[src/i2csf_pkg.sv]
// Shared constants and types for the serial bus status flag block.
// Assumes a 32-bit APB register port and an 8-bit address window.

package i2csf_pkg;

	// ==========================================================
	// Register offsets (byte addresses)
	localparam logic [7:0] OFS_STATUS   = 8'h00;
	localparam logic [7:0] OFS_CTRL     = 8'h04;
	localparam logic [7:0] OFS_TXD      = 8'h08;
	localparam logic [7:0] OFS_RXD      = 8'h0C;
	localparam logic [7:0] OFS_INT_STAT = 8'h10;
	localparam logic [7:0] OFS_INT_MASK = 8'h14;

	// ==========================================================
	// Status register bit positions
	localparam int BIT_NACK_SEEN  = 15;
	localparam int BIT_MTX_BUSY   = 14;
	localparam int BIT_COLLISION  = 10;
	localparam int BIT_GEN_CALL   = 9;
	localparam int BIT_TEN_MATCH  = 8;
	localparam int BIT_WR_COLL    = 7;
	localparam int BIT_RX_OVF     = 6;
	localparam int BIT_DATA_ADDR  = 5;
	localparam int BIT_STOP_SEEN  = 4;
	localparam int BIT_START_SEEN = 3;
	localparam int BIT_READ_DIR   = 2;
	localparam int BIT_RX_FULL    = 1;
	localparam int BIT_TX_FULL    = 0;

	// Control register
	localparam int BIT_ENABLE = 0;

	// ==========================================================
	// Interrupt sources, same layout in status and mask
	localparam int NUM_IRQ      = 8;
	localparam int IRQ_NACK     = 0;
	localparam int IRQ_RX_LOAD  = 1;
	localparam int IRQ_TX_DONE  = 2;
	localparam int IRQ_START    = 3;
	localparam int IRQ_STOP     = 4;
	localparam int IRQ_COLL     = 5;
	localparam int IRQ_WR_COLL  = 6;
	localparam int IRQ_RX_OVF   = 7;

	// ==========================================================
	// Reset values
	localparam logic [31:0] WORD_ZERO = 32'h0000_0000;
	localparam logic [7:0]  BYTE_ZERO = 8'h00;

	// Events from the bus engine, all one-cycle pulses except busy
	typedef struct packed {
		logic       ack_done;
		logic       ack_nack;
		logic       mtx_start;
		logic       collision;
		logic       gc_match;
		logic       ten_match;
		logic       addr_match;
		logic       rw_bit;
		logic       rx_valid;
		logic [7:0] rx_data;
		logic       tx_done;
		logic       busy;
	} i2csf_evt_t;

endpackage

[src/i2csf_cond_det.sv]
// Start and stop condition detector for the two bus lines.
// Assumes raw pin levels, asynchronous to the module clock.

`timescale 1ns/1ps
`default_nettype none

module i2csf_cond_det (
	// Clock and reset
	input  wire logic clk,
	input  wire logic rst_n,
	// Raw bus pins
	input  wire logic sda_in,
	input  wire logic scl_in,
	// Detected conditions
	output logic      start_pulse,
	output logic      stop_pulse
);

	// ==========================================================
	// Synchronisers; the second and third stages feed the detector
	logic sda_meta_reg;
	logic sda_sync_reg;
	logic sda_prev_reg;
	logic scl_meta_reg;
	logic scl_sync_reg;
	logic scl_prev_reg;

	always_ff @(posedge clk) begin
		if (!rst_n) begin
			sda_meta_reg <= 1'b1;
			sda_sync_reg <= 1'b1;
			sda_prev_reg <= 1'b1;
			scl_meta_reg <= 1'b1;
			scl_sync_reg <= 1'b1;
			scl_prev_reg <= 1'b1;
		end else begin
			sda_meta_reg <= sda_in;
			sda_sync_reg <= sda_meta_reg;
			sda_prev_reg <= sda_sync_reg;
			scl_meta_reg <= scl_in;
			scl_sync_reg <= scl_meta_reg;
			scl_prev_reg <= scl_sync_reg;
		end
	end

	// Data edge while clock stays high marks a condition
	assign start_pulse = scl_sync_reg & scl_prev_reg & sda_prev_reg
	                     & ~sda_sync_reg;
	assign stop_pulse  = scl_sync_reg & scl_prev_reg & ~sda_prev_reg
	                     & sda_sync_reg;

endmodule

`default_nettype wire

[src/i2csf_irq.sv]
// Sticky interrupt status with mask and one level output.
// Assumes clear requests are already gated by a bus write.

`timescale 1ns/1ps
`default_nettype none

module i2csf_irq (
	// Clock and reset
	input  wire logic                           clk,
	input  wire logic                           rst_n,
	// Event and software controls
	input  wire logic [i2csf_pkg::NUM_IRQ-1:0]  set_evt,
	input  wire logic [i2csf_pkg::NUM_IRQ-1:0]  clr_bits,
	input  wire logic                           mask_wr,
	input  wire logic [i2csf_pkg::NUM_IRQ-1:0]  mask_data,
	// State
	output logic      [i2csf_pkg::NUM_IRQ-1:0]  stat_reg,
	output logic      [i2csf_pkg::NUM_IRQ-1:0]  mask_reg,
	output logic                                irq_reg
);

	// ==========================================================
	// Sticky bits; a new event beats a clear in the same cycle
	genvar i;
	generate
		for (i = 0; i < i2csf_pkg::NUM_IRQ; i++) begin : g_bit
			always_ff @(posedge clk) begin
				if (!rst_n)
					stat_reg[i] <= 1'b0;
				else
					stat_reg[i] <= set_evt[i] | (stat_reg[i] & ~clr_bits[i]);
			end
		end
	endgenerate

	always_ff @(posedge clk) begin
		if (!rst_n) begin
			mask_reg <= '0;
			irq_reg  <= 1'b0;
		end else begin
			if (mask_wr)
				mask_reg <= mask_data;
			irq_reg <= |(stat_reg & mask_reg);
		end
	end

endmodule

`default_nettype wire

[src/i2csf_top.sv]
// Status flag logic of a two-wire bus controller, master or slave.
// Assumes an APB master on MCLK, and a bus engine on MCLK that
// reports its events as one-cycle pulses in the event struct, busy as a level.
//
// The APB slave port and the placing of the registers were chosen for this implementation.

`timescale 1ns/1ps
`default_nettype none

// Summary of operation
// Master transmit: flag records slave not-acknowledge
// Transmit-busy flag spans eight bits and acknowledge
// Collision flag clears only by disabling module
// General call flag set on match, cleared on stop
// Ten-bit match flag set, cleared on stop
// Transmit write while busy discarded, sets flag
// Receive while still full sets overflow flag
// Data/address flag shows last received byte kind
// Stop flag set when last condition was stop
// Start flag set when last condition was start
// Direction flag from slave address read bit
// Receive full set on load, cleared on read
// Transmit full set on write, cleared when sent
// Unimplemented status bits read as zero
// Flags reset to zero; overflow and write collision clearable by writing zero
module i2csf_top (
	// Clock and reset
	input  wire logic                   MCLK,
	input  wire logic                   RST_N,
	// APB slave
	input  wire logic                   PSEL,
	input  wire logic                   PENABLE,
	input  wire logic                   PWRITE,
	input  wire logic [7:0]             PADDR,
	input  wire logic [31:0]            PWDATA,
	output logic      [31:0]            PRDATA,
	output logic                        PREADY,
	output logic                        PSLVERR,
	// Bus pins, sensed only
	input  wire logic                   SDA_IN,
	input  wire logic                   SCL_IN,
	// Bus engine events
	input  wire i2csf_pkg::i2csf_evt_t  EVT,
	// Towards the bus engine
	output logic                        ENABLE,
	output logic      [7:0]             TX_DATA,
	output logic                        TX_FULL,
	// Interrupt
	output logic                        IRQ
);

	// ==========================================================
	// Address decode
	function automatic logic reg_hit(input logic [7:0] a,
	                                 input logic [7:0] ofs);
		reg_hit = (a == ofs);
	endfunction

	typedef enum logic {ST_IDLE, ST_ANSWER} i2csf_apb_st_t;

	i2csf_apb_st_t state_reg;
	i2csf_apb_st_t state_next;

	logic        pready_reg;
	logic        pready_next;
	logic        pslverr_reg;
	logic        pslverr_next;
	logic [31:0] prdata_reg;
	logic [31:0] prdata_next;

	wire hit_status = reg_hit(PADDR, i2csf_pkg::OFS_STATUS);
	wire hit_ctrl   = reg_hit(PADDR, i2csf_pkg::OFS_CTRL);
	wire hit_txd    = reg_hit(PADDR, i2csf_pkg::OFS_TXD);
	wire hit_rxd    = reg_hit(PADDR, i2csf_pkg::OFS_RXD);
	wire hit_ist    = reg_hit(PADDR, i2csf_pkg::OFS_INT_STAT);
	wire hit_imask  = reg_hit(PADDR, i2csf_pkg::OFS_INT_MASK);
	wire hit_any    = hit_status | hit_ctrl | hit_txd | hit_rxd
	                  | hit_ist | hit_imask;

	// A transfer completes at the edge where PREADY is seen high
	wire acc_fire = PSEL & PENABLE & pready_reg;
	wire wr_fire  = acc_fire & PWRITE;
	wire rd_fire  = acc_fire & ~PWRITE;

	wire wr_status = wr_fire & hit_status;
	wire wr_ctrl   = wr_fire & hit_ctrl;
	wire wr_txd    = wr_fire & hit_txd;
	wire wr_ist    = wr_fire & hit_ist;
	wire wr_imask  = wr_fire & hit_imask;
	wire rd_rxd    = rd_fire & hit_rxd;

	// ==========================================================
	// Condition detector and interrupt unit
	logic start_pulse;
	logic stop_pulse;

	i2csf_cond_det u_cond (
		.clk         (MCLK),
		.rst_n       (RST_N),
		.sda_in      (SDA_IN),
		.scl_in      (SCL_IN),
		.start_pulse (start_pulse),
		.stop_pulse  (stop_pulse)
	);

	logic [i2csf_pkg::NUM_IRQ-1:0] irq_set;
	logic [i2csf_pkg::NUM_IRQ-1:0] irq_stat;
	logic [i2csf_pkg::NUM_IRQ-1:0] irq_mask;
	logic                          irq_out;

	i2csf_irq u_irq (
		.clk       (MCLK),
		.rst_n     (RST_N),
		.set_evt   (irq_set),
		.clr_bits  (wr_ist ? PWDATA[i2csf_pkg::NUM_IRQ-1:0]
		                   : {i2csf_pkg::NUM_IRQ{1'b0}}),
		.mask_wr   (wr_imask),
		.mask_data (PWDATA[i2csf_pkg::NUM_IRQ-1:0]),
		.stat_reg  (irq_stat),
		.mask_reg  (irq_mask),
		.irq_reg   (irq_out)
	);

	// ==========================================================
	// Flag storage
	logic       enable_reg;
	logic       enable_next;
	logic       nack_seen_flag_reg;
	logic       nack_seen_flag_next;
	logic       master_tx_busy_flag_reg;
	logic       master_tx_busy_flag_next;
	logic       collision_flag_reg;
	logic       collision_flag_next;
	logic       general_call_hit_reg;
	logic       general_call_hit_next;
	logic       ten_bit_match_reg;
	logic       ten_bit_match_next;
	logic       write_collision_flag_reg;
	logic       write_collision_flag_next;
	logic       rx_overflow_flag_reg;
	logic       rx_overflow_flag_next;
	logic       data_addr_flag_reg;
	logic       data_addr_flag_next;
	logic       stop_seen_flag_reg;
	logic       stop_seen_flag_next;
	logic       start_seen_flag_reg;
	logic       start_seen_flag_next;
	logic       read_dir_flag_reg;
	logic       read_dir_flag_next;
	logic       rx_full_flag_reg;
	logic       rx_full_flag_next;
	logic       tx_full_flag_reg;
	logic       tx_full_flag_next;
	logic [7:0] tx_holding_reg;
	logic [7:0] tx_holding_next;
	logic [7:0] rx_holding_reg;
	logic [7:0] rx_holding_next;

	// ==========================================================
	// Control: dropping the enable is the only way out of a collision
	assign enable_next = wr_ctrl ? PWDATA[i2csf_pkg::BIT_ENABLE]
	                             : enable_reg;
	wire disable_now = wr_ctrl & ~PWDATA[i2csf_pkg::BIT_ENABLE];

	// ==========================================================
	// Master flags
	assign nack_seen_flag_next = EVT.ack_done ? EVT.ack_nack
	                                          : nack_seen_flag_reg;
	// A new start beats the acknowledge end in the same cycle
	assign master_tx_busy_flag_next =
		EVT.mtx_start | (master_tx_busy_flag_reg & ~EVT.ack_done);
	assign collision_flag_next =
		EVT.collision | (collision_flag_reg & ~disable_now);

	// ==========================================================
	// Address match flags, cleared by a stop; match wins a tie
	assign general_call_hit_next =
		EVT.gc_match | (general_call_hit_reg & ~stop_pulse);
	assign ten_bit_match_next =
		EVT.ten_match | (ten_bit_match_reg & ~stop_pulse);

	// ==========================================================
	// Transmit holding register
	wire tx_reject = wr_txd & EVT.busy;
	wire tx_accept = wr_txd & ~EVT.busy;

	// Status writes only clear bits written as zero
	wire clr_wr_coll = wr_status & ~PWDATA[i2csf_pkg::BIT_WR_COLL];
	wire clr_rx_ovf  = wr_status & ~PWDATA[i2csf_pkg::BIT_RX_OVF];

	assign tx_holding_next = tx_accept ? PWDATA[7:0]
	                                   : tx_holding_reg;
	assign write_collision_flag_next =
		tx_reject | (write_collision_flag_reg & ~clr_wr_coll);
	assign tx_full_flag_next =
		tx_accept | (tx_full_flag_reg & ~EVT.tx_done);

	// ==========================================================
	// Receive holding register; an unread byte is kept, the new one
	// is dropped, so software never loses the older data silently
	wire rx_load = EVT.rx_valid & (~rx_full_flag_reg | rd_rxd);
	wire rx_ovf  = EVT.rx_valid & rx_full_flag_reg & ~rd_rxd;

	assign rx_holding_next = rx_load ? EVT.rx_data : rx_holding_reg;
	assign rx_overflow_flag_next =
		rx_ovf | (rx_overflow_flag_reg & ~clr_rx_ovf);
	assign rx_full_flag_next =
		rx_load | (rx_full_flag_reg & ~rd_rxd);

	// ==========================================================
	// Slave byte kind and direction
	assign data_addr_flag_next =
		EVT.addr_match ? 1'b0 :
		(EVT.rx_valid ? 1'b1 : data_addr_flag_reg);
	assign read_dir_flag_next = EVT.addr_match ? EVT.rw_bit
	                                           : read_dir_flag_reg;

	// ==========================================================
	// Last bus condition
	assign stop_seen_flag_next  = stop_pulse  ? 1'b1 :
	                              (start_pulse ? 1'b0 : stop_seen_flag_reg);
	assign start_seen_flag_next = start_pulse ? 1'b1 :
	                              (stop_pulse  ? 1'b0 : start_seen_flag_reg);

	// ==========================================================
	// Interrupt sources
	assign irq_set[i2csf_pkg::IRQ_NACK]    = EVT.ack_done & EVT.ack_nack;
	assign irq_set[i2csf_pkg::IRQ_RX_LOAD] = rx_load;
	assign irq_set[i2csf_pkg::IRQ_TX_DONE] = EVT.tx_done;
	assign irq_set[i2csf_pkg::IRQ_START]   = start_pulse;
	assign irq_set[i2csf_pkg::IRQ_STOP]    = stop_pulse;
	assign irq_set[i2csf_pkg::IRQ_COLL]    = EVT.collision;
	assign irq_set[i2csf_pkg::IRQ_WR_COLL] = tx_reject;
	assign irq_set[i2csf_pkg::IRQ_RX_OVF]  = rx_ovf;

	// ==========================================================
	// Status word; every bit not listed stays zero
	logic [31:0] status_word;
	always_comb begin
		status_word = i2csf_pkg::WORD_ZERO;
		status_word[i2csf_pkg::BIT_NACK_SEEN]  = nack_seen_flag_reg;
		status_word[i2csf_pkg::BIT_MTX_BUSY]   = master_tx_busy_flag_reg;
		status_word[i2csf_pkg::BIT_COLLISION]  = collision_flag_reg;
		status_word[i2csf_pkg::BIT_GEN_CALL]   = general_call_hit_reg;
		status_word[i2csf_pkg::BIT_TEN_MATCH]  = ten_bit_match_reg;
		status_word[i2csf_pkg::BIT_WR_COLL]    = write_collision_flag_reg;
		status_word[i2csf_pkg::BIT_RX_OVF]     = rx_overflow_flag_reg;
		status_word[i2csf_pkg::BIT_DATA_ADDR]  = data_addr_flag_reg;
		status_word[i2csf_pkg::BIT_STOP_SEEN]  = stop_seen_flag_reg;
		status_word[i2csf_pkg::BIT_START_SEEN] = start_seen_flag_reg;
		status_word[i2csf_pkg::BIT_READ_DIR]   = read_dir_flag_reg;
		status_word[i2csf_pkg::BIT_RX_FULL]    = rx_full_flag_reg;
		status_word[i2csf_pkg::BIT_TX_FULL]    = tx_full_flag_reg;
	end

	// Read data is captured at the same edge that raises PREADY
	wire [31:0] rd_mux =
		hit_status ? status_word :
		hit_ctrl   ? {31'h0000_0000, enable_reg} :
		hit_txd    ? {24'h00_0000, tx_holding_reg} :
		hit_rxd    ? {24'h00_0000, rx_holding_reg} :
		hit_ist    ? {24'h00_0000, irq_stat} :
		hit_imask  ? {24'h00_0000, irq_mask} :
		             i2csf_pkg::WORD_ZERO;

	// ==========================================================
	// APB answer sequencer: one wait state, then PREADY
	always_comb begin
		state_next   = state_reg;
		pready_next  = 1'b0;
		pslverr_next = 1'b0;
		prdata_next  = prdata_reg;
		case (state_reg)
			ST_IDLE: begin
				if (PSEL && PENABLE) begin
					state_next   = ST_ANSWER;
					pready_next  = 1'b1;
					pslverr_next = ~hit_any;
					prdata_next  = PWRITE ? i2csf_pkg::WORD_ZERO : rd_mux;
				end
			end
			ST_ANSWER: begin
				state_next = ST_IDLE;
			end
			default: begin
				state_next = ST_IDLE;
			end
		endcase
	end

	// ==========================================================
	// Registers
	always_ff @(posedge MCLK) begin
		if (!RST_N) begin
			state_reg   <= ST_IDLE;
			pready_reg  <= 1'b0;
			pslverr_reg <= 1'b0;
			prdata_reg  <= i2csf_pkg::WORD_ZERO;
		end else begin
			state_reg   <= state_next;
			pready_reg  <= pready_next;
			pslverr_reg <= pslverr_next;
			prdata_reg  <= prdata_next;
		end
	end

	always_ff @(posedge MCLK) begin
		if (!RST_N) begin
			enable_reg               <= 1'b0;
			nack_seen_flag_reg       <= 1'b0;
			master_tx_busy_flag_reg  <= 1'b0;
			collision_flag_reg       <= 1'b0;
			general_call_hit_reg     <= 1'b0;
			ten_bit_match_reg        <= 1'b0;
			write_collision_flag_reg <= 1'b0;
			rx_overflow_flag_reg     <= 1'b0;
			data_addr_flag_reg       <= 1'b0;
			stop_seen_flag_reg       <= 1'b0;
			start_seen_flag_reg      <= 1'b0;
			read_dir_flag_reg        <= 1'b0;
			rx_full_flag_reg         <= 1'b0;
			tx_full_flag_reg         <= 1'b0;
			tx_holding_reg           <= i2csf_pkg::BYTE_ZERO;
			rx_holding_reg           <= i2csf_pkg::BYTE_ZERO;
		end else begin
			enable_reg               <= enable_next;
			nack_seen_flag_reg       <= nack_seen_flag_next;
			master_tx_busy_flag_reg  <= master_tx_busy_flag_next;
			collision_flag_reg       <= collision_flag_next;
			general_call_hit_reg     <= general_call_hit_next;
			ten_bit_match_reg        <= ten_bit_match_next;
			write_collision_flag_reg <= write_collision_flag_next;
			rx_overflow_flag_reg     <= rx_overflow_flag_next;
			data_addr_flag_reg       <= data_addr_flag_next;
			stop_seen_flag_reg       <= stop_seen_flag_next;
			start_seen_flag_reg      <= start_seen_flag_next;
			read_dir_flag_reg        <= read_dir_flag_next;
			rx_full_flag_reg         <= rx_full_flag_next;
			tx_full_flag_reg         <= tx_full_flag_next;
			tx_holding_reg           <= tx_holding_next;
			rx_holding_reg           <= rx_holding_next;
		end
	end

	// ==========================================================
	// Outputs, all straight from flip-flops
	assign PRDATA  = prdata_reg;
	assign PREADY  = pready_reg;
	assign PSLVERR = pslverr_reg;
	assign ENABLE  = enable_reg;
	assign TX_DATA = tx_holding_reg;
	assign TX_FULL = tx_full_flag_reg;
	assign IRQ     = irq_out;

endmodule

`default_nettype wire

[config.mk]
export PLATFORM = sky130hd
export DESIGN_NAME = i2csf_top
export DESIGN_NICKNAME = d
export VERILOG_FILES = /design/src/i2csf_pkg.sv /design/src/i2csf_cond_det.sv /design/src/i2csf_irq.sv /design/src/i2csf_top.sv
export SDC_FILE = /design/constraint.sdc
export NUM_CORES = 1
export LEC_CHECK = 0
export ABC_AREA = 1
export BUFFER_PORTS_ARGS = -buffer_cell sky130_fd_sc_hd__buf_4
export CAP_MARGIN = 20
export CORE_MARGIN = 1.5
export CORE_UTILIZATION = 50
export DETAILED_ROUTE_END_ITERATION = 16
export PLACE_DENSITY = 0.91
export SLEW_MARGIN = 20
export SYNTH_ARGS = -nofsm -noshare
export SYNTH_HDL_FRONTEND = slang
export SYNTH_SLANG_ARGS = --single-unit
[constraint.sdc]
create_clock -name MCLK -period 1.85 [get_ports MCLK]
set_clock_uncertainty 0.15 [all_clocks]
set_input_delay 0.37 -clock MCLK [delete_from_list [all_inputs] [get_ports MCLK]]
set_output_delay 0.37 -clock MCLK [all_outputs]
set_load 0.02 [all_outputs]
== Yosys cells after proc, flatten, opt, wreduce, memory -nomap -nowiden ==
Cells that the tools add are included.

* Eq/ne operators: 5
* Mux-type cells: 14
* Bitwise logic cells: 90
* Reduce and logical (&&, ||, !) cells: 8

{| class="wikitable"
|+ Operators by type and width
! cell !! count
|-
| 8-bit two-way mux || 6
|-
| 1-bit bitwise AND || 40
|-
| 16-bit two-way mux || 2
|-
| 1-bit NOT || 27
|-
| 1-bit OR || 22
|-
| 8-bit by 4-bit equality test with 1-bit output, second input constant || 2
|-
| 8-bit by 5-bit equality test with 1-bit output, second input constant || 2
|-
| 8-bit bitwise AND || 1
|-
| 8-bit by 3-bit equality test with 1-bit output, second input constant || 1
|-
| 8-bit logical NOT || 1
|-
| 8-bit OR reduction || 1
|-
| 1-bit two-way mux || 5
|-
| 2-bit OR reduction || 2
|-
| 3-bit OR reduction || 1
|-
| 1-bit one-hot mux with 2 select lines || 1
|-
| 2-bit AND reduction || 1
|-
| 2-bit nonzero test || 1
|-
| 1-bit logical AND || 1
|}

* Register bits: 88
* Input bits: 66
* Output and inout port bits: 45
* Word-level logic and storage cells: 153

== Depth between registers and ports, before layout ==
Gate-level depths: netlist (run 1).

* Depth in word-level cells: 8
* Depth in mapped cells: 10
* Depth with buffers taken out: 10

== By module ==
A second synthesis (run 1) with hierarchy kept.

* Cells, all modules: 445
* Area, all modules: 3186.8 µm²

{| class="wikitable"
|+ By module, submodules not included
! module !! instances !! cells an instance !! area an instance (µm²) !! sequential area each (µm²)
|-
| i2csf_top || 1 || 339 || 2389.8 || 900.9
|-
| i2csf_irq || 1 || 82 || 609.3 || 340.3
|-
| i2csf_cond_det || 1 || 24 || 187.7 || 120.1
|}

== Worst setup path before layout (run 1) ==
No wires, ideal clock.

* Path type: reg2reg
* From: register, netlist name state_reg
* To: register u_irq.mask_reg[6] (netlist bit)
* Library setup time: 0.115 ns
* Arrival time: 1.289 ns
* Required time: 1.585 ns
* Path slack: 0.296 ns
* Stages on the path, launching flop included: 8
* Buffers on the path: 2
* Period minus slack after synthesis: 1.554 ns
* Path through: dfxtp_1 inv_1 nor3_4 buf_6 nand2_4 buf_6 o21ai_2 a21oi_2

{| class="wikitable"
|+ RTL lines
! item !! RTL line !! RTL
|-
| to (signal assigned) || i2csf_irq.sv:42 || <nowiki>mask_reg <= mask_data;</nowiki>
|-
| to (decl) || i2csf_irq.sv:18 || <nowiki>output logic [i2csf_pkg::NUM_IRQ-1:0] mask_reg,</nowiki>
|}

==> flow_metrics.tcl, run 1 <==
set metrics [dict create \
    antenna_found_initial 0 \
    grt_overflow 0 \
    yosys-top-cells-area "dfxtp_1, a21oi_1, nand2_1" \
    path_max_fanout 17 \
    first_global_vias 2827 \
    end_kind "register" \
    place_congestion 0.910 \
    rsz0062_at_grt "no" \
    final.fill_count 550 \
    largest_reg_flops 13 \
    async_flop_share 0 \
    cp_top_family "simple AND/OR/NAND/NOR gates" \
    finalHoldViolCount 0 \
    drc 0 \
    antenna_cells 0 \
    synth_ff_type "dfxtp_1" \
    syn_area_um2 3290 \
    grt_max_degree 26 \
    required_ns 1.93 \
    nNetsFinal 560 \
    fin_setup_tns_ns 0 \
    dr.first_iter.drc_count 154 \
    io_pins 111 \
    numCtsBuffers 9 \
    wl_per_cell_um 13.8 \
    ys_warn_count 0 \
    synthCells 423 \
    clkSlewWorstSetupHoldPaths_ns 0.08 \
    synth-seq-area-share 0.413 \
    slew_viol_final 0 \
    hold_slack_ns 0.0458 \
    cellLeakagePower_nw 1.72 \
    hpwl_um 5970 \
    avgSynthCellArea_um2 7.79 \
    die_y_um 84.2 \
    rows 29 \
    seqPwrFrac 0.482 \
    critical-path-slowest-cell "dfxtp_1" \
    cts_sinks 68 \
    path_cells "inv_1, nor3_4, buf_12, nand4_4, nor2_1, a211oi_2" \
    design.core.area_um2 6350 \
    post-synth-top-area-cell "dfxtp_1" \
    max_freq_mhz 596 \
    synth-edff-count 0 \
    grtUsageTotal 0.232 \
    dr.pass1.iters 5 \
    slowest_delay_ns 0.36 \
    worstSetupStartpointType "register" \
    ant_nets 0 \
    io_buffers 67 \
    postCtsHoldBufs 0 \
    post-route-min-period_ns 1.68 \
    crit_type "reg2reg" \
    cts_tree "yes" \
    clock_latency_ns 0.36 \
    layout_commonest_cell "buf_4" \
    clkPwrFrac 0.422 \
    dieArea_um2 7080 \
    combinationalPowerShare 0.096 \
    cts_setup_buffers 0 \
    area_delta_synth_final_pct 23.5 \
    setup_viol 0 \
    yosysUniqueCellTypes 35 \
    wirelength_um 7960 \
    powerDensity_nw_per_um2 780 \
    ys_ff_latch 68 \
    start_util 0.519 \
    worst-path-buf-inv 2 \
    ir_drop_mv 0.558 \
    cts_resized 0 \
    timing.final.crit_share 0.907 \
    hold_path.class "in2reg" \
    outcome "finished clean" \
    clk_path_buf_depth 2 \
    dieWidth_um 84.2 \
    clockRootBuffer "clkbuf_8" \
    cts_max_level 3 \
    layout-drive-gt1-share 0.285 \
    grt_pass1_wl_um 13000 \
    rrSetupSlack_ns 0.17 \
    final_cell_mix "buf_4, dfxtp_1, nand2_1" \
    synth_top_cell_area_share 0.413 \
    cap_violations 0 \
    grt_use_met2 0.385 \
    power_switching_mw 0.794 \
    cp.arrival_ns 1.76 \
    viasPerCell 5.21 \
    grt-busiest-layer "met2" \
    use_met3 0.0669 \
    vias 2999 \
    use_met1 0.282 \
    swShare 0.250 \
    p_int_mw 2.38 \
]
-- worst reg2reg max path: cells and delay by family (launching register included) --
family | cells | cell delay (ns)
buffers and inverters | 2 | 0.27
and+or+nand+nor | 3 | 0.74
DFF | 1 | 0.36
AOI/OAI and AO/OA | 1 | 0.05
-- power by group through the flow --
stage	combinational, mW	clock [mW]	sequential (mW)
floorplan	0.201	0	1.56
global placement	0.296	0	1.56
detailed placement	0.303	0	1.56
CTS	0.304	1.35	1.53
global route	0.333	1.42	1.53
finish	0.304	1.34	1.53
-- synth_stat cells (6+ instances only) --
cell and count:
nand3_1 46, o21ai_0 19, nand2_1 64, a21oi_1 50
nor2_1 23, dfxtp_1 68, buf_4 20, clkbuf_1 8
inv_1 52, a211oi_2 8, nor2_4 7, o21ai_2 6
-- stage by stage --
step                 util  instance area [um^2]  instances  worst slack (ns)  power (mW)
global placement    0.607                  3850        560            0.0142        1.86
finish              0.641                  4070        576             0.172        3.17
CTS                 0.641                  4070        576             0.153        3.18
floorplan               -                  3360        441             0.296        1.76
detailed placement  0.607                  3850        560           -0.0153        1.86
global route        0.641                  4070        576            0.0526        3.29
-- worst paths after layout --
kind                                      to  depth (start not counted)                            from
max reg2reg          TX_DATA[6]$_SDFFE_PN0P_                          6            state_reg$_SDFF_PP0_
min reg2reg   u_cond.scl_sync_reg$_SDFF_PN1_                          1  u_cond.scl_meta_reg$_SDFF_PN1_
min          data_addr_flag_reg$_SDFFE_PP0P_                          2                         EVT[12]
max                  TX_DATA[6]$_SDFFE_PN0P_                          6            state_reg$_SDFF_PP0_
-- per-layer routing --
layer / wire, um / up-vias
met3: 505 / 17
met5: 0 / -
met2: 3860 / 90
li1: - / 1494
met1: 3430 / 1398
met4: 172 / 0
-- area by class of cell --
type,instances,area [um^2],area share
Clock buffer,10,128,0.0314
Tap cell,77,96.3,0.0237
Inverter,57,216,0.0532
Multi-Input combinational cell,281,1540,0.378
Timing Repair Buffer,77,641,0.157
Clock inverter,6,88.8,0.0218
Sequential cell,68,1360,0.335
-- cells by family (layout without fill, tap and decap cells) --
family | after synthesis | after routing | synth area share
compound gates | 98 | 98 | 0.191
flops | 68 | 68 | 0.413
simple gates | 164 | 164 | 0.254
other cells | 1 | 19 | 0.00114
buf+inv | 92 | 150 | 0.141
No activity file was read; power rests on OpenSTA's default activity.
==> run 2: changes to the inputs <==
--- a/config.mk
+++ b/config.mk
@@ -11,8 +11,9 @@
 export CORE_MARGIN = 1.5
 export CORE_UTILIZATION = 50
 export DETAILED_ROUTE_END_ITERATION = 16
-export PLACE_DENSITY = 0.91
+export PLACE_DENSITY = 0.92
 export SLEW_MARGIN = 20
 export SYNTH_ARGS = -nofsm -noshare
 export SYNTH_HDL_FRONTEND = slang
+export SYNTH_HIERARCHICAL = 1
 export SYNTH_SLANG_ARGS = --single-unit
==> flow_metrics.tcl, run 2 <==
set metrics [dict create \
    place_congestion 0.870 \
    die_y_um 82.8 \
    crit_end "u_irq/stat_reg[3]$_SDFF_PN0_" \
    powerDensity_nw_per_um2 761 \
    numCtsBuffers 9 \
    crit_path_start "state_reg$_SDFF_PP0_" \
    cp.arrival_ns 1.80 \
    synthAdderAreaFrac 0 \
    postCtsHoldBufs 0 \
    synth-edff-count 0 \
    synth_top_cell_area_share 0.427 \
    fin_setup_tns_ns 0 \
    timing.final.crit_share 0.922 \
    grt-busiest-layer "met2" \
    layout-drive-gt1-share 0.238 \
    hpwl_um 6220 \
    synthSimpleGateAreaFrac 0.253 \
    dr.pass1.iters 4 \
    cts_max_level 3 \
    post-route-min-period_ns 1.71 \
    synth.most_common_cell "nand2_1" \
    cts_tree "yes" \
    layout_commonest_cell "buf_4" \
    start_util 0.529 \
    final_cell_mix "buf_4, nand2_1, dfxtp_1" \
    nNetsFinal 596 \
    use_met1 0.326 \
    final.fill_count 549 \
    async_flop_share 0 \
    worstSetupStartpointType "register" \
    largest_reg_flops 13 \
    slowest_delay_ns 0.34 \
    grtUsageTotal 0.251 \
    synthCells 445 \
    clock_latency_ns 0.35 \
    grt_pass1_wl_um 13700 \
    clkSlewWorstSetupHoldPaths_ns 0.07 \
    grt_max_degree 33 \
    ant_nets 0 \
    synth-seq-area-share 0.427 \
    area_delta_synth_final_pct 24.6 \
    antenna_cells 0 \
    reg2reg_from "state_reg$_SDFF_PP0_" \
    critical-path-slowest-cell "dfxtp_1" \
    rsz0062_at_grt "no" \
    slew_viol_final 0 \
    end_kind "register" \
    grt_overflow 0 \
    first_global_vias 2929 \
    viasPerCell 5.11 \
    synth_ff_type "dfxtp_1" \
    synth_compound_area_frac 0.168 \
    clk_path_buf_depth 2 \
    dieArea_um2 6860 \
    antenna_found_initial 0 \
    ir_drop_mv 0.463 \
    yosysUniqueCellTypes 33 \
    cts_resized 0 \
    synth_top_family_by_area "simple AND/OR/NAND/NOR gates" \
    rows 28 \
    avgSynthCellArea_um2 7.16 \
    rrSetupSlack_ns 0.14 \
    synthMuxAreaShare 0 \
    reg2reg_depth 7 \
    yosys-top-cells-area "dfxtp_1, nand2_1, a21oi_1" \
    postLayoutSetupSlackWorst_ns 0.144 \
    path_cells "inv_2, nor3b_4, nand2_1, nor2_1, inv_1, a21oi_1, nor2_1" \
    dieWidth_um 82.8 \
    design.core.area_um2 6030 \
    synth_commonest_cells "nand2_1, dfxtp_1, inv_1" \
    dpl.cell_count 594 \
    outcome "finished clean" \
    use_met3 0.0388 \
    max_freq_mhz 586 \
    cp_common_cell "nor2_1" \
    wirelength_um 8450 \
    io_buffers 67 \
    path_max_fanout 8 \
    io_pins 111 \
    stdcell_count 609 \
    hold_path.class "in2reg" \
    cellLeakagePower_nw 1.86 \
    pre_cts_ws_ns -0.0927 \
    drc 0 \
    ys_ff_latch 68 \
    cts_sinks 68 \
    wl_per_cell_um 13.9 \
    finalHoldViolCount 0 \
    post-synth-top-area-cell "dfxtp_1" \
    synthXorXnorAreaFrac 0 \
    grt_use_met2 0.415 \
    setup_viol 0 \
    required_ns 1.94 \
    cap_violations 0 \
    syn_area_um2 3190 \
    vias 3109 \
    dr.first_iter.drc_count 225 \
    reg2reg_to "u_irq/stat_reg[3]$_SDFF_PN0_" \
    ys_warn_count 6 \
    cts_setup_buffers 0 \
    crit_type "reg2reg" \
    clockRootBuffer "clkbuf_8" \
]
==> run 2: cell types whose count changed after synthesis, moves of 8 or more <==
cell | before | now
nor2_1 | 23 | 60
inv_1 | 52 | 64
nand2_1 | 64 | 77
o21ai_0 | 19 | 37
a211oi_2 | 8 | 0
nand3_1 | 46 | 20
==> run 2: per-layer routing <==
layer,vias up,part of all wire,wire length [um]
li1,1537,-,-
met1,1445,0.45,3770
met2,112,0.48,4040
met3,15,0.057,483
met4,0,0.017,147
met5,-,0,0
==> run 2: how the worst min path moves through the flow <==
| stage | startpoint | end | slack, ns | cells after the start |
|---|---|---|---|---|
| floorplan | u_cond/scl_meta_reg$_SDFF_PN1_ | u_cond/scl_sync_reg$_SDFF_PN1_ | 0.23 | 2 |
| global route | SDA_IN | u_cond/sda_meta_reg$_SDFF_PN1_ | 0.05 | 3 |
| global placement | u_cond/scl_meta_reg$_SDFF_PN1_ | u_cond/scl_sync_reg$_SDFF_PN1_ | 0.23 | 2 |
| detailed placement | u_cond/scl_meta_reg$_SDFF_PN1_ | u_cond/scl_sync_reg$_SDFF_PN1_ | 0.25 | 2 |
| CTS | SDA_IN | u_cond/sda_meta_reg$_SDFF_PN1_ | 0.03 | 3 |
| finish | SDA_IN | u_cond/sda_meta_reg$_SDFF_PN1_ | 0.03 | 3 |
==> run 2: area by class of cell <==
| cell class | instances | area [um^2] | area share |
|---|---|---|---|
| timing repair buffer | 85 | 663 | 0.167 |
| multi-input combinational | 298 | 1420 | 0.356 |
| sequential | 68 | 1360 | 0.343 |
| tap | 75 | 93.8 | 0.0236 |
| inverter | 68 | 255 | 0.0643 |
| clock buffer | 10 | 128 | 0.0321 |
| clock inverter | 5 | 53.8 | 0.0136 |
==> run 2: kinds of logic (layout without fill, tap and decap cells) <==
kind of cell | count (synthesis) | count (layout)
other | 1 | 19
DFF | 68 | 68
AOI/OAI and AO/OA | 101 | 101
buffers and inverters | 97 | 168
and+or+nand+nor | 178 | 178
==> run 2: power by group <==
part	internal (mW)	leakage (nW)	switching [mW]
Clock	0.611	0.0959	0.581
Combinational	0.114	1.20	0.183
Sequential	1.51	0.555	0.0240
==> run 2: per-stage QoR <==
step / util / cell area [um^2] / power [mW] / hold WS [ns]
2_1_floorplan: - / 3250 / 1.76 / 0.230
3_3_place_gp: 0.629 / 3790 / 1.85 / 0.233
3_5_place_dp: 0.629 / 3790 / 1.86 / 0.246
4_1_cts: 0.659 / 3970 / 3.02 / 0.0317
5_1_grt: 0.659 / 3970 / 3.12 / 0.0491
6_report: 0.659 / 3970 / 3.02 / 0.0335
==> run 2: critical path: cells and delay by family (launching register included) <==
kind | cells | cell delay [ns]
AND/OR/NAND/NOR | 4 | 0.83
flip-flops | 1 | 0.34
buffers and inverters | 2 | 0.13
AO/OA/AOI/OAI | 1 | 0.13
